$ cat src/core/rcap_pkg.sv
package rcap_pkg;

    // Register indices; byte address is four times the index
    localparam logic [7:0] IDX_CTRL       = 8'h16;
    localparam logic [7:0] IDX_WINDOW     = 8'h17;
    localparam logic [7:0] IDX_PEAK       = 8'h18;
    localparam logic [7:0] IDX_THRESH     = 8'h19;
    localparam logic [7:0] IDX_IRQ_STATUS = 8'h1E;
    localparam logic [7:0] IDX_IRQ_MASK   = 8'h1F;

    // Control register fields
    localparam int CTRL_SEND_BIT   = 11;
    localparam int CTRL_WIDTH_LSB  = 8;
    localparam int CTRL_MODE_BIT   = 7;
    localparam int CTRL_THR_LSB    = 0;
    localparam logic [15:0] CTRL_RESET    = 16'h0020;
    localparam logic [15:0] CTRL_WR_MASK  = 16'hF7BF;

    // Window register fields
    localparam int WIN_START_LSB = 8;
    localparam int WIN_STOP_LSB  = 0;
    localparam logic [15:0] WIN_RESET = 16'h0000;

    // Result register fields
    localparam int PEAK_VALUE_LSB = 8;
    localparam int THR_MET_BIT    = 8;

    // Interrupt status bits
    localparam int IRQ_DONE_BIT = 0;
    localparam int IRQ_THR_BIT  = 1;
    localparam int IRQ_BITS     = 2;

    // Timing: one window tick per sample clock
    localparam int TICK_NS    = 8;
    localparam int CLK_NS     = 8;
    localparam int TICK_CYCLES = (TICK_NS + CLK_NS - 1) / CLK_NS;

    localparam logic [5:0] SAMPLE_ZERO = 6'h20;
    localparam logic [7:0] TIME_MAX    = 8'hFF;

    typedef struct packed {
        logic [5:0] peak_sample_value;
        logic [7:0] peak_first_time;
        logic       threshold_met_flag;
        logic [7:0] threshold_first_time;
    } rcap_result_t;

    localparam rcap_result_t RESULT_RESET = '0;

endpackage

$ cat src/core/rcap_top.sv
`timescale 1ns/100ps

// Function
// RULE_01 - Window start and stop count in 8 ns ticks from the launched pulse.
// RULE_02 - Window start in bits 15:8, stop in 7:0; sample only between them.
// RULE_03 - Software sets stop not below start before launching.
// RULE_04 - Positive mode: threshold met only when sample strictly above threshold.
// RULE_05 - Negative mode: threshold met only when sample strictly below threshold.
// RULE_06 - Samples and threshold are 6-bit offset codes, 0x20 meaning zero.
// RULE_07 - Peak field 13:8 holds window maximum, or minimum in negative mode.
// RULE_08 - Peak time 7:0 is first occurrence; equal later samples keep it.
// RULE_09 - Threshold-met flag at bit 8 set if any window sample met threshold.
// RULE_10 - Threshold time 7:0 records first sample meeting threshold.
// RULE_11 - Results valid once pulse-send bit 11 returns to zero.
// RULE_12 - Reserved result bits ignore writes and read zero.
// RULE_13 - Setting pulse-send launches one pulse, arms capture, self-clears at end.
// RULE_14 - Mode bit 7 selects positive peak at 0, negative peak at 1.
// RULE_15 - Each launch clears flag, times, peak tracker and window counter.
// RULE_16 - Window counter saturates at 255; capture ends past stop time.
module rcap_top (
    input  wire logic        pclk,
    input  wire logic        presetn,
    input  wire logic        psel,
    input  wire logic        penable,
    input  wire logic        pwrite,
    input  wire logic [11:0] paddr,
    input  wire logic [31:0] pwdata,
    output logic      [31:0] prdata,
    output logic             pready,
    output logic             pslverr,
    input  wire logic [5:0]  rx_sample,
    output logic             pulse_launch,
    output logic      [2:0]  pulse_width,
    output logic             irq
);

    // ----------------------------------------------------------------
    // Register bus decode
    // ----------------------------------------------------------------
    logic [15:0]                 ctrl;
    logic [15:0]                 window;
    logic [rcap_pkg::IRQ_BITS-1:0] irq_status;
    logic [rcap_pkg::IRQ_BITS-1:0] irq_mask;
    rcap_pkg::rcap_result_t      result;
    logic                        busy;
    logic [7:0]                  win_time;
    logic                        peak_seen;
    logic                        setup;
    logic                        access;
    logic                        wr_en;
    logic [7:0]                  idx;
    logic                        mapped;
    logic                        launch_req;
    logic                        in_win;
    logic                        thr_hit;
    logic                        peak_better;
    logic                        mode_neg;
    logic [5:0]                  thr;
    logic [7:0]                  win_start;
    logic [7:0]                  win_stop;
    logic [15:0]                 next_rdata;
    logic                        done_evt;
    logic                        thr_evt;

    assign setup  = psel && !penable;
    assign access = psel && penable;
    assign idx    = paddr[9:2];
    assign mapped = (paddr[11:10] == 2'h0) && (paddr[1:0] == 2'h0) &&
                    (idx == rcap_pkg::IDX_CTRL || idx == rcap_pkg::IDX_WINDOW ||
                     idx == rcap_pkg::IDX_PEAK || idx == rcap_pkg::IDX_THRESH ||
                     idx == rcap_pkg::IDX_IRQ_STATUS || idx == rcap_pkg::IDX_IRQ_MASK);
    assign wr_en  = access && pwrite && mapped;
    assign pready = 1'b1;
    assign pslverr = access && !mapped;

    assign launch_req = wr_en && idx == rcap_pkg::IDX_CTRL &&
                        pwdata[rcap_pkg::CTRL_SEND_BIT] && !busy; // [RULE_13]

    // Read data is latched in the setup cycle so it is stable in access
    always_comb begin
        next_rdata = 16'h0000;
        unique case (idx)
            rcap_pkg::IDX_CTRL: begin
                next_rdata = ctrl;
                next_rdata[rcap_pkg::CTRL_SEND_BIT] = busy; // [RULE_11]
            end
            rcap_pkg::IDX_WINDOW:     next_rdata = window;
            // Reserved bits fall out of the zero fill [RULE_12]
            rcap_pkg::IDX_PEAK:       next_rdata = {2'h0, result.peak_sample_value,
                                                    result.peak_first_time};
            rcap_pkg::IDX_THRESH:     next_rdata = {7'h00, result.threshold_met_flag,
                                                    result.threshold_first_time};
            rcap_pkg::IDX_IRQ_STATUS: next_rdata = {14'h0000, irq_status};
            rcap_pkg::IDX_IRQ_MASK:   next_rdata = {14'h0000, irq_mask};
            default:                  next_rdata = 16'h0000;
        endcase
    end

    always_ff @(posedge pclk or negedge presetn) begin
        if (!presetn) begin
            prdata <= 32'h00000000;
        end else if (setup) begin
            prdata <= {16'h0000, mapped ? next_rdata : 16'h0000};
        end
    end

    // ----------------------------------------------------------------
    // Control and window registers
    // ----------------------------------------------------------------
    always_ff @(posedge pclk or negedge presetn) begin
        if (!presetn) begin
            ctrl <= rcap_pkg::CTRL_RESET;
        end else if (wr_en && idx == rcap_pkg::IDX_CTRL) begin
            // Send bit lives in busy; reserved bit 6 is held at zero
            ctrl <= pwdata[15:0] & rcap_pkg::CTRL_WR_MASK;
        end
    end

    always_ff @(posedge pclk or negedge presetn) begin
        if (!presetn) begin
            window <= rcap_pkg::WIN_RESET;
        end else if (wr_en && idx == rcap_pkg::IDX_WINDOW) begin
            window <= pwdata[15:0];
        end
    end

    assign win_start   = window[rcap_pkg::WIN_START_LSB +: 8]; // [RULE_02]
    assign win_stop    = window[rcap_pkg::WIN_STOP_LSB +: 8];
    assign thr         = ctrl[rcap_pkg::CTRL_THR_LSB +: 6];
    assign pulse_width = ctrl[rcap_pkg::CTRL_WIDTH_LSB +: 3];

    // ----------------------------------------------------------------
    // Launch and window timer
    // ----------------------------------------------------------------
    always_ff @(posedge pclk or negedge presetn) begin
        if (!presetn) begin
            pulse_launch <= 1'b0;
        end else begin
            pulse_launch <= launch_req; // [RULE_13]
        end
    end

    // Mode is frozen per capture so a mid-window write cannot mix criteria
    always_ff @(posedge pclk or negedge presetn) begin
        if (!presetn) begin
            mode_neg <= 1'b0;
        end else if (launch_req) begin
            mode_neg <= pwdata[rcap_pkg::CTRL_MODE_BIT]; // [RULE_14]
        end
    end

    // One tick per cycle at the 8 ns clock
    always_ff @(posedge pclk or negedge presetn) begin
        if (!presetn) begin
            busy     <= 1'b0;
            win_time <= 8'h00;
        end else if (launch_req) begin
            busy     <= 1'b1;
            win_time <= 8'h00; // [RULE_15] [RULE_01]
        end else if (busy) begin
            if (win_time == win_stop) begin
                busy <= 1'b0; // [RULE_16] [RULE_13]
            end
            if (win_time != rcap_pkg::TIME_MAX) begin
                win_time <= win_time + 8'h01; // [RULE_16]
            end
        end
    end

    // A stop below start gives an empty window and a quick finish
    assign in_win = busy && win_time >= win_start && win_time <= win_stop; // [RULE_02]

    // ----------------------------------------------------------------
    // Peak and threshold capture
    // ----------------------------------------------------------------
    // Offset codes compare correctly as unsigned values [RULE_06]
    assign thr_hit     = mode_neg ? (rx_sample < thr) : (rx_sample > thr); // [RULE_04] [RULE_05]
    assign peak_better = !peak_seen ||
                         (mode_neg ? (rx_sample < result.peak_sample_value)
                                   : (rx_sample > result.peak_sample_value)); // [RULE_07]

    always_ff @(posedge pclk or negedge presetn) begin
        if (!presetn) begin
            result    <= rcap_pkg::RESULT_RESET;
            peak_seen <= 1'b0;
        end else if (launch_req) begin
            result    <= rcap_pkg::RESULT_RESET; // [RULE_15]
            peak_seen <= 1'b0;
        end else if (in_win) begin
            peak_seen <= 1'b1;
            if (peak_better) begin
                // Strict compare keeps the first time on ties [RULE_08]
                result.peak_sample_value <= rx_sample;
                result.peak_first_time   <= win_time;
            end
            if (thr_hit && !result.threshold_met_flag) begin
                result.threshold_met_flag   <= 1'b1; // [RULE_09]
                result.threshold_first_time <= win_time; // [RULE_10]
            end
        end
    end

    // ----------------------------------------------------------------
    // Interrupts
    // ----------------------------------------------------------------
    assign done_evt = busy && win_time == win_stop && !launch_req;
    assign thr_evt  = in_win && thr_hit && !result.threshold_met_flag && !launch_req;

    // A new event wins over a same-cycle write-one clear
    always_ff @(posedge pclk or negedge presetn) begin
        if (!presetn) begin
            irq_status <= '0;
        end else begin
            for (int i = 0; i < rcap_pkg::IRQ_BITS; i++) begin
                if ((i == rcap_pkg::IRQ_DONE_BIT && done_evt) ||
                    (i == rcap_pkg::IRQ_THR_BIT && thr_evt)) begin
                    irq_status[i] <= 1'b1;
                end else if (wr_en && idx == rcap_pkg::IDX_IRQ_STATUS && pwdata[i]) begin
                    irq_status[i] <= 1'b0;
                end
            end
        end
    end

    always_ff @(posedge pclk or negedge presetn) begin
        if (!presetn) begin
            irq_mask <= '0;
        end else if (wr_en && idx == rcap_pkg::IDX_IRQ_MASK) begin
            irq_mask <= pwdata[rcap_pkg::IRQ_BITS-1:0];
        end
    end

    always_ff @(posedge pclk or negedge presetn) begin
        if (!presetn) begin
            irq <= 1'b0;
        end else begin
            irq <= |(next_irq_status() & irq_mask);
        end
    end

    function automatic logic [rcap_pkg::IRQ_BITS-1:0] next_irq_status();
        logic [rcap_pkg::IRQ_BITS-1:0] s;
        s = irq_status;
        return s;
    endfunction

    // ----------------------------------------------------------------
    // Assertions
    // ----------------------------------------------------------------
    property p_launch_clears;
        @(posedge pclk) disable iff (!presetn)
        launch_req |=> busy && win_time == 8'h00 && !result.threshold_met_flag &&
                       result.threshold_first_time == 8'h00 && result.peak_first_time == 8'h00;
    endproperty
    a_launch_clears: assert property (p_launch_clears) else $error("launch did not clear capture"); // [RULE_15]

    property p_launch_pulse;
        @(posedge pclk) disable iff (!presetn)
        launch_req |=> pulse_launch ##1 !pulse_launch;
    endproperty
    a_launch_pulse: assert property (p_launch_pulse) else $error("launch pulse not one cycle"); // [RULE_13]

    property p_tick_count;
        @(posedge pclk) disable iff (!presetn)
        busy && !launch_req && win_time != win_stop && win_time != 8'hFF
        |=> win_time == $past(win_time) + 8'h01;
    endproperty
    a_tick_count: assert property (p_tick_count) else $error("window time did not advance"); // [RULE_01]

    property p_saturate;
        @(posedge pclk) disable iff (!presetn)
        busy && win_time == 8'hFF && !launch_req |=> win_time == 8'hFF;
    endproperty
    a_saturate: assert property (p_saturate) else $error("window time wrapped"); // [RULE_16]

    property p_end_at_stop;
        @(posedge pclk) disable iff (!presetn)
        busy && win_time == win_stop && !launch_req |=> !busy && irq_status[rcap_pkg::IRQ_DONE_BIT];
    endproperty
    a_end_at_stop: assert property (p_end_at_stop) else $error("capture did not end"); // [RULE_16]

    property p_thr_pos;
        @(posedge pclk) disable iff (!presetn)
        in_win && !launch_req && !mode_neg && rx_sample > thr && !result.threshold_met_flag
        |=> result.threshold_met_flag && result.threshold_first_time == $past(win_time);
    endproperty
    a_thr_pos: assert property (p_thr_pos) else $error("positive threshold missed"); // [RULE_04]

    property p_thr_neg;
        @(posedge pclk) disable iff (!presetn)
        in_win && !launch_req && mode_neg && rx_sample >= thr && !result.threshold_met_flag
        |=> !result.threshold_met_flag;
    endproperty
    a_thr_neg: assert property (p_thr_neg) else $error("negative threshold falsely met"); // [RULE_05]

    property p_outside_window;
        @(posedge pclk) disable iff (!presetn)
        !in_win && !launch_req |=> $stable(result);
    endproperty
    a_outside_window: assert property (p_outside_window) else $error("capture outside window"); // [RULE_02]

    property p_peak_tie;
        @(posedge pclk) disable iff (!presetn)
        in_win && !launch_req && peak_seen && rx_sample == result.peak_sample_value
        |=> $stable(result.peak_first_time);
    endproperty
    a_peak_tie: assert property (p_peak_tie) else $error("peak time moved on a tie"); // [RULE_08]

    property p_peak_max;
        @(posedge pclk) disable iff (!presetn)
        in_win && !launch_req && !mode_neg && peak_seen && rx_sample > result.peak_sample_value
        |=> result.peak_sample_value == $past(rx_sample);
    endproperty
    a_peak_max: assert property (p_peak_max) else $error("maximum not tracked"); // [RULE_07]

    property p_reserved_zero;
        @(posedge pclk) disable iff (!presetn)
        access && !pwrite && paddr == {2'h0, rcap_pkg::IDX_THRESH, 2'h0} |-> prdata[31:9] == 23'h0;
    endproperty
    a_reserved_zero: assert property (p_reserved_zero) else $error("reserved bits not zero"); // [RULE_12]

    property p_peak_min;
        @(posedge pclk) disable iff (!presetn)
        in_win && !launch_req && mode_neg && peak_seen && rx_sample < result.peak_sample_value
        |=> result.peak_sample_value == $past(rx_sample);
    endproperty
    a_peak_min: assert property (p_peak_min) else $error("minimum not tracked"); // [RULE_07]

    property p_thr_neg_hit;
        @(posedge pclk) disable iff (!presetn)
        in_win && !launch_req && mode_neg && rx_sample < thr && !result.threshold_met_flag
        |=> result.threshold_met_flag && result.threshold_first_time == $past(win_time);
    endproperty
    a_thr_neg_hit: assert property (p_thr_neg_hit) else $error("threshold missed"); // [RULE_05]

    property p_thr_sticky;
        @(posedge pclk) disable iff (!presetn)
        result.threshold_met_flag && !launch_req
        |=> result.threshold_met_flag && $stable(result.threshold_first_time);
    endproperty
    a_thr_sticky: assert property (p_thr_sticky) else $error("threshold time moved"); // [RULE_10]

    property p_no_relaunch;
        @(posedge pclk) disable iff (!presetn)
        busy && wr_en && idx == rcap_pkg::IDX_CTRL && pwdata[rcap_pkg::CTRL_SEND_BIT]
        |=> !pulse_launch;
    endproperty
    a_no_relaunch: assert property (p_no_relaunch) else $error("launch while busy"); // [RULE_13]

endmodule

$ cat config.mk
export PLATFORM = sky130hd
export DESIGN_NAME = rcap_top
export DESIGN_NICKNAME = d
export VERILOG_FILES = /design/src/core/rcap_pkg.sv /design/src/core/rcap_top.sv
export SDC_FILE = /design/constraint.sdc
export NUM_CORES = 1
export LEC_CHECK = 0
export BUFFER_PORTS_ARGS = -buffer_cell sky130_fd_sc_hd__buf_2
export CAP_MARGIN = 20
export CELL_PAD_IN_SITES_DETAIL_PLACEMENT = 1
export CELL_PAD_IN_SITES_GLOBAL_PLACEMENT = 1
export CORE_MARGIN = 1.5
export CORE_UTILIZATION = 35
export CTS_BUF_LIST = sky130_fd_sc_hd__clkbuf_2 sky130_fd_sc_hd__clkbuf_4 sky130_fd_sc_hd__clkbuf_8
export DETAILED_ROUTE_END_ITERATION = 7
export HOLD_SLACK_MARGIN = 0.06
export PLACE_DENSITY = 0.81
export SLEW_MARGIN = 20
export SYNTH_ARGS = -nofsm -noshare
export SYNTH_HDL_FRONTEND = slang
export SYNTH_SLANG_ARGS = --single-unit
$ cat constraint.sdc
create_clock -name pclk -period 2.23 [get_ports pclk]
set_input_delay 0.223 -clock pclk [delete_from_list [all_inputs] [get_ports pclk]]
set_output_delay 0.223 -clock pclk [all_outputs]
set_load 0.1 [all_outputs]
# Word-level counts from Yosys, hierarchy flattened
# Cells that the tools add are included.
dict set report totals {
  register_bits 86
}
dict set report classes {
  n_eq_ne 8
  muxes 20
  n_reduce_logical 48
  n_lt_le_gt_ge 6
  n_bitwise 1
  addsub 1
}
# cell count
set op_table {}
lappend op_table {{16-bit case mux with 6 select lines} 1}
lappend op_table {{8-bit by 5-bit equality test with 1-bit output (second input constant)} 6}
lappend op_table {{23-bit two-way mux} 2}
lappend op_table {{8-bit two-way mux} 3}
lappend op_table {{1-bit logical AND} 23}
lappend op_table {{16-bit two-way mux} 1}
lappend op_table {{14-bit two-way mux} 1}
lappend op_table {{2-bit nonzero test} 7}
lappend op_table {{6-bit greater-than comparator} 2}
lappend op_table {{6-bit less-than comparator} 2}
lappend op_table {{1-bit two-way mux} 11}
lappend op_table {{9-bit two-way mux} 1}
lappend op_table {{8-bit by 1-bit adder with 8-bit output (second input constant)} 1}
lappend op_table {{8-bit equality test} 1}
lappend op_table {{8-bit >= comparator} 1}
lappend op_table {{8-bit <= comparator} 1}
lappend op_table {{8-bit inequality test (second input constant)} 1}
lappend op_table {{1-bit logical NOT} 6}
lappend op_table {{1-bit logical OR} 6}
lappend op_table {{2-bit AND reduction} 3}
lappend op_table {{2-bit logical NOT} 2}
lappend op_table {{2-bit bitwise AND} 1}
lappend op_table {{2-bit OR reduction} 1}

# Logic depth before layout (Yosys ltp)
dict set report logic_depth {
  depth_word 14
  ltp_mapped 9
  mapped_depth_nobuf 8
}

# Least setup slack after synthesis
# No wires, ideal clock.
dict set report synth_path {
  path_type {register to register}
  from {reg ctrl[5]}
  to {reg result[0] (netlist bit)}
  period_less_slack_ns 2.198
  required_time_ns 2.101
  arrival_time_ns 2.069
  path_stages_with_launch 10
  n_path_buf 1
  path_slack_ns 0.032
  cell_sequence {dfstp_2 > inv_1 > ha_1 > nand4_1 > a21oi_1 > a2111oi_0 > mux2i_1 > nand3b_1 > buf_2 > mux2i_1}
}
dict set report synth_via {
  elab_chain_cells 5
  elab_cells_between_ends 6
  classes_between {2 x order compare; 1 x mux; 3 x reduce/logical}
}
# element line
set synth_lines {}
lappend synth_lines {{start, declared} rcap_top.sv:40} ;# logic [15:0] ctrl;
lappend synth_lines {{start signal, assigned} rcap_top.sv:112} ;# ctrl <= rcap_pkg::CTRL_RESET;
lappend synth_lines {{start signal, assigned} rcap_top.sv:115} ;# ctrl <= pwdata[15:0] & rcap_pkg::CTRL_WR_MASK;
lappend synth_lines {{6-bit greater-than comparator or 6-bit less-than comparator (tied branches)} rcap_top.sv:177} ;# assign thr_hit = mode_neg ? (rx_sample < thr) : (rx_sample > thr);
lappend synth_lines {{1-bit two-way mux (*)} rcap_top.sv:177}
lappend synth_lines {{1-bit logical AND (*)} rcap_top.sv:196} ;# if (thr_hit && !result.threshold_met_flag) begin
lappend synth_lines {{2-bit nonzero test (no source line) (*)} -}
lappend synth_lines {{2-bit AND reduction (no source line) (*)} -}
lappend synth_lines {{end signal, assigned} rcap_top.sv:184} ;# result <= rcap_pkg::RESULT_RESET;
lappend synth_lines {{end signal, assigned} rcap_top.sv:187} ;# result <= rcap_pkg::RESULT_RESET;
lappend synth_lines {{end, declared} rcap_top.sv:44} ;# rcap_pkg::rcap_result_t result;
# Every way passes the cells marked *; elsewhere a longest branch is shown, timed or not.
# A chain may end at the register's enable or synchronous reset.

# Worst setup path in the final report
dict set report layout_path {
  from {reg window[3]}
  to {reg result[1] (netlist bit)}
}
dict set report layout_via {
  elab_chain_cells 4
}
# element line
set layout_lines {}
lappend layout_lines {{start, declared} rcap_top.sv:41} ;# logic [15:0] window;
lappend layout_lines {{start signal, assigned} rcap_top.sv:121} ;# window <= rcap_pkg::WIN_RESET;
lappend layout_lines {{start signal, assigned} rcap_top.sv:123} ;# window <= pwdata[15:0];
lappend layout_lines {{8-bit <= comparator} rcap_top.sv:171} ;# assign in_win = busy && win_time >= win_start && win_time <= win_stop;
lappend layout_lines {{1-bit logical AND} rcap_top.sv:171}
lappend layout_lines {{2-bit nonzero test (no source line)} -}
lappend layout_lines {{2-bit AND reduction (no source line)} -}
# Every way passes these cells.

==> qor.txt <==
outcome - finished, violations left
failing checks - setup timing
largest net degree at the start of global routing - 38
final WL - 14000 µm
endpoints failing setup - 22
ant diodes - 0
r2r setup slk - -0.08 ns
slew of the pin with the lowest slew margin - 0.609 ns
die area - 14300 µm²
unrepaired setup endpoints after global routing - yes
P_leak - 2.99 nW
Overflow after GRT - 0
Sink Count - 86
max-slew violation count - 0
CORE AREA - 13200 µm²
critical path class - flop to flop
family with the most delay on the worst path - simple AND/OR/NAND/NOR gates
post-synthesis cell area - 4770 µm²
global-route wire length before repair - 22400 µm
yosys warns - 0
final hold viol count - 0
Yosys cell types - 47
Clock Skew - 0.00633 ns
Die X-Extent - 120 µm
Reg clk slew, reported paths - 0.08 ns
Yosys reg bits - 86
top cells by area, synth - dfrtp_1 45%, mux2i_1 8.6%, ha_1 7.6%
Total GRT Usage - 20.5%
Worst setup SP type - flop
CP Data Required Time - 2.52 ns
dpl ws - -0.257 ns
Inst Count DP - 701
R2R depth - 8
area leader, netlist - dfrtp_1
Post-synth EDFFs - 0
clock latency on the worst-skew pair - 0.37 ns
Worst Path Arrival - 2.59 ns
hold crit path type - input port to flop
Final WS setup - -0.0752 ns
DP Area - 5360 µm²
crit share post-route - 103%
number of global-route vias before repair - 4157
post-synth top area share - 44.6%
Worst R2R Start - window[3]$_DFFE_PN0P_
max-cap viol count - 0
Placer Congestion - 0.862
max incr delay on CP - 0.41 ns
Hold Path Stages - 2
Post-layout nets - 629
Post-Syn Area per Cell - 10.3 µm²
filler cell count in the final layout - 1511
final setup TNS - -0.542 ns
vias post-DR - 3806
crit-path cells - inv_1 -> ha_1 -> nand4_1 -> or2_2 -> a221oi_4 -> nand3b_1 -> buf_6 -> mux2i_2
layout cells sized above 1 - 29.1%
# rows - 42
I/O pin count - 94
f_max - 434 MHz
post-synthesis sequential area ratio - 45.2%
Power Density - 949 nW/µm²
DRT iter0 DRCs - 207
Detail Route Antenna Nets - 0
Slew HR - 59.4%
fin area - 5780 µm²
area of the multi-input gates - 2350 µm²
CTS H-tree lvls - 3
top_reg_cell synth - dfrtp_1
Tmin final - 2.31 ns
CP endpoint kind - flop
Hold EP - window[6]$_DFFE_PN0P_
crit path max-delay cell type - dfrtp_1
sequential standard cell area - 2150 µm²
Initial Util - 36.0%
cts bufs inserted - 9
Final Non-Filler Cells - 725
initial antenna violation count - 0
r2r endpoint - result[1]$_DFFE_PN0P_
drt drc - 0
vias per cell - 5.25
CP max FO - 5
ys async rst share - 100%
cell count after synthesis - 462
drt first pass iters - 4
clk buf depth - 2
layout overhead on the synthesized area - 21.3%
DP Wirelength - 10000 µm
min-delay src - pwdata[6]
Die Height - 120 µm
Power, Total - 5.49 mW
peak supply drop - 0.000409 V
Buffers on Ports - 60
CTS tree - done
clk root buf - clkbuf_8
Worst Path Buf+Inv - 2
mean routed wirelength per cell - 19.2 µm
cell usage after synthesis, drive strengths merged (2+ instances only):
| cell | instances |
|---|---|
| nand2 | 51 |
| a22o | 13 |
| inv | 44 |
| nor4 | 3 |
| nand3 | 14 |
| nand4 | 3 |
| mux2i | 41 |
| o22ai | 6 |
| nand2b | 5 |
| or2 | 2 |
| a2111oi | 2 |
| a22oi | 5 |
| clkbuf | 10 |
| mux2 | 27 |
| dfrtp | 85 |
| buf | 28 |
| nand3b | 3 |
| or3 | 2 |
| ha | 29 |
| o21ai | 23 |
| xnor2 | 7 |
| a21oi | 14 |
| nor2b | 2 |
| conb | 2 |
| nor2 | 26 |
| mux4 | 2 |
through the flow:
stage	utilization, %	hold WS (ns)
2_1_floorplan	-	-0.0726
3_3_place_gp	40.4	0.191
3_5_place_dp	40.4	0.196
4_1_cts	43.2	0.0738
5_1_grt	43.6	0.0773
6_report	43.6	0.0793
per-layer routing:
layer  wire length, µm  track usage [%]
met1              5680             23.9
met2              7060             35.5
met3               680             4.09
met4               528             10.7
met5                 0                0
area by class of cell:
class	count	share of cell area, %
timing repair buffer	95	11.3
tap	176	3.81
clock buffer	11	2.51
sequential	86	37.3
inverter	44	2.86
multi-input combinational	309	40.6
clock inverter	4	1.65
sequential cells by signal, indices dropped and copies added (netlist names):
signal / count
busy: 1
ctrl: 14
irq: 1
irq_mask: 2
irq_status: 2
mode_neg: 1
peak_seen: 1
prdata: 16
pulse_launch: 1
result: 23
win_time: 8
window: 16
placed cells by master (no fill, tap or decap), drive strengths merged, types with 2 or more instances in the layout:
| master | instances |
|---|---|
| nand4 | 3 |
| mux2i | 41 |
| nand3b | 3 |
| inv | 44 |
| nor4 | 3 |
| ha | 29 |
| conb | 17 |
| or3 | 2 |
| o21ai | 23 |
| nor2b | 2 |
| o22ai | 6 |
| a22o | 13 |
| mux4 | 2 |
| a21oi | 14 |
| nand2b | 5 |
| nor2 | 26 |
| dfrtp | 85 |
| nand3 | 14 |
| clkbuf | 11 |
| buf | 94 |
| a2111oi | 2 |
| a22oi | 5 |
| nand2 | 51 |
| or2 | 2 |
| xnor2 | 7 |
| bufinv | 3 |
| mux2 | 27 |
kinds of logic (layout without fill, tap and decap cells):
kind of cell	count (synthesis)	after routing	synth area share, %
AOI/OAI and AO/OA	69	69	9.43
adders and majority gates	29	29	7.61
DFF	86	86	45.2
buffers and inverters	82	154	8.40
xor gates and xnor gates	7	7	1.29
and+or+nand+nor	117	117	12.0
other	2	17	0.158
muxes	70	70	15.9
power breakdown:
group | total (mW) | switching (mW) | leakage, nW | internal [mW]
clock network | 1.35 | 0.572 | 0.123 | 0.780
logic | 1.95 | 1.11 | 1.78 | 0.847
registers | 2.18 | 0.311 | 1.09 | 1.87
worst max path at each step:
stage                          startpoint                    end  slack [ns]  cells past startpoint
finish              window[3]$_DFFE_PN0P_  result[1]$_DFFE_PN0P_       -0.08                      8
global route        window[3]$_DFFE_PN0P_  result[1]$_DFFE_PN0P_       -0.16                      8
CTS                   ctrl[5]$_DFFE_PN1P_  result[7]$_DFFE_PN0P_       -0.12                     10
detailed placement    ctrl[5]$_DFFE_PN1P_  result[4]$_DFFE_PN0P_       -0.26                     10
global placement      ctrl[5]$_DFFE_PN1P_  result[5]$_DFFE_PN0P_       -0.15                     10
floorplan             ctrl[5]$_DFFE_PN1P_  result[0]$_DFFE_PN0P_        0.03                      9
worst register-to-register path, stage by stage, from the launching register on:
cell and delay, ns:
dfrtp_1 0.41, inv_1 0.08, ha_1 0.34, nand4_1 0.14
or2_2 0.34, a221oi_4 0.34, nand3b_1 0.19, buf_6 0.18
mux2i_2 0.20
repair_timing:
| action | 4_1_cts | 5_1_grt |
|---|---|---|
| buffers inserted | 5 | 1 |
| resized for setup | 12 | 10 |
| endpoints found under the hold margin | 31 | 0 |
| setup endpoints to repair | 24 | 24 |
| hold buffers | 1 | 0 |
| gates cloned | 2 | 0 |
| pin swaps | 2 | 3 |
No activity file was read; power rests on OpenSTA's default activity.
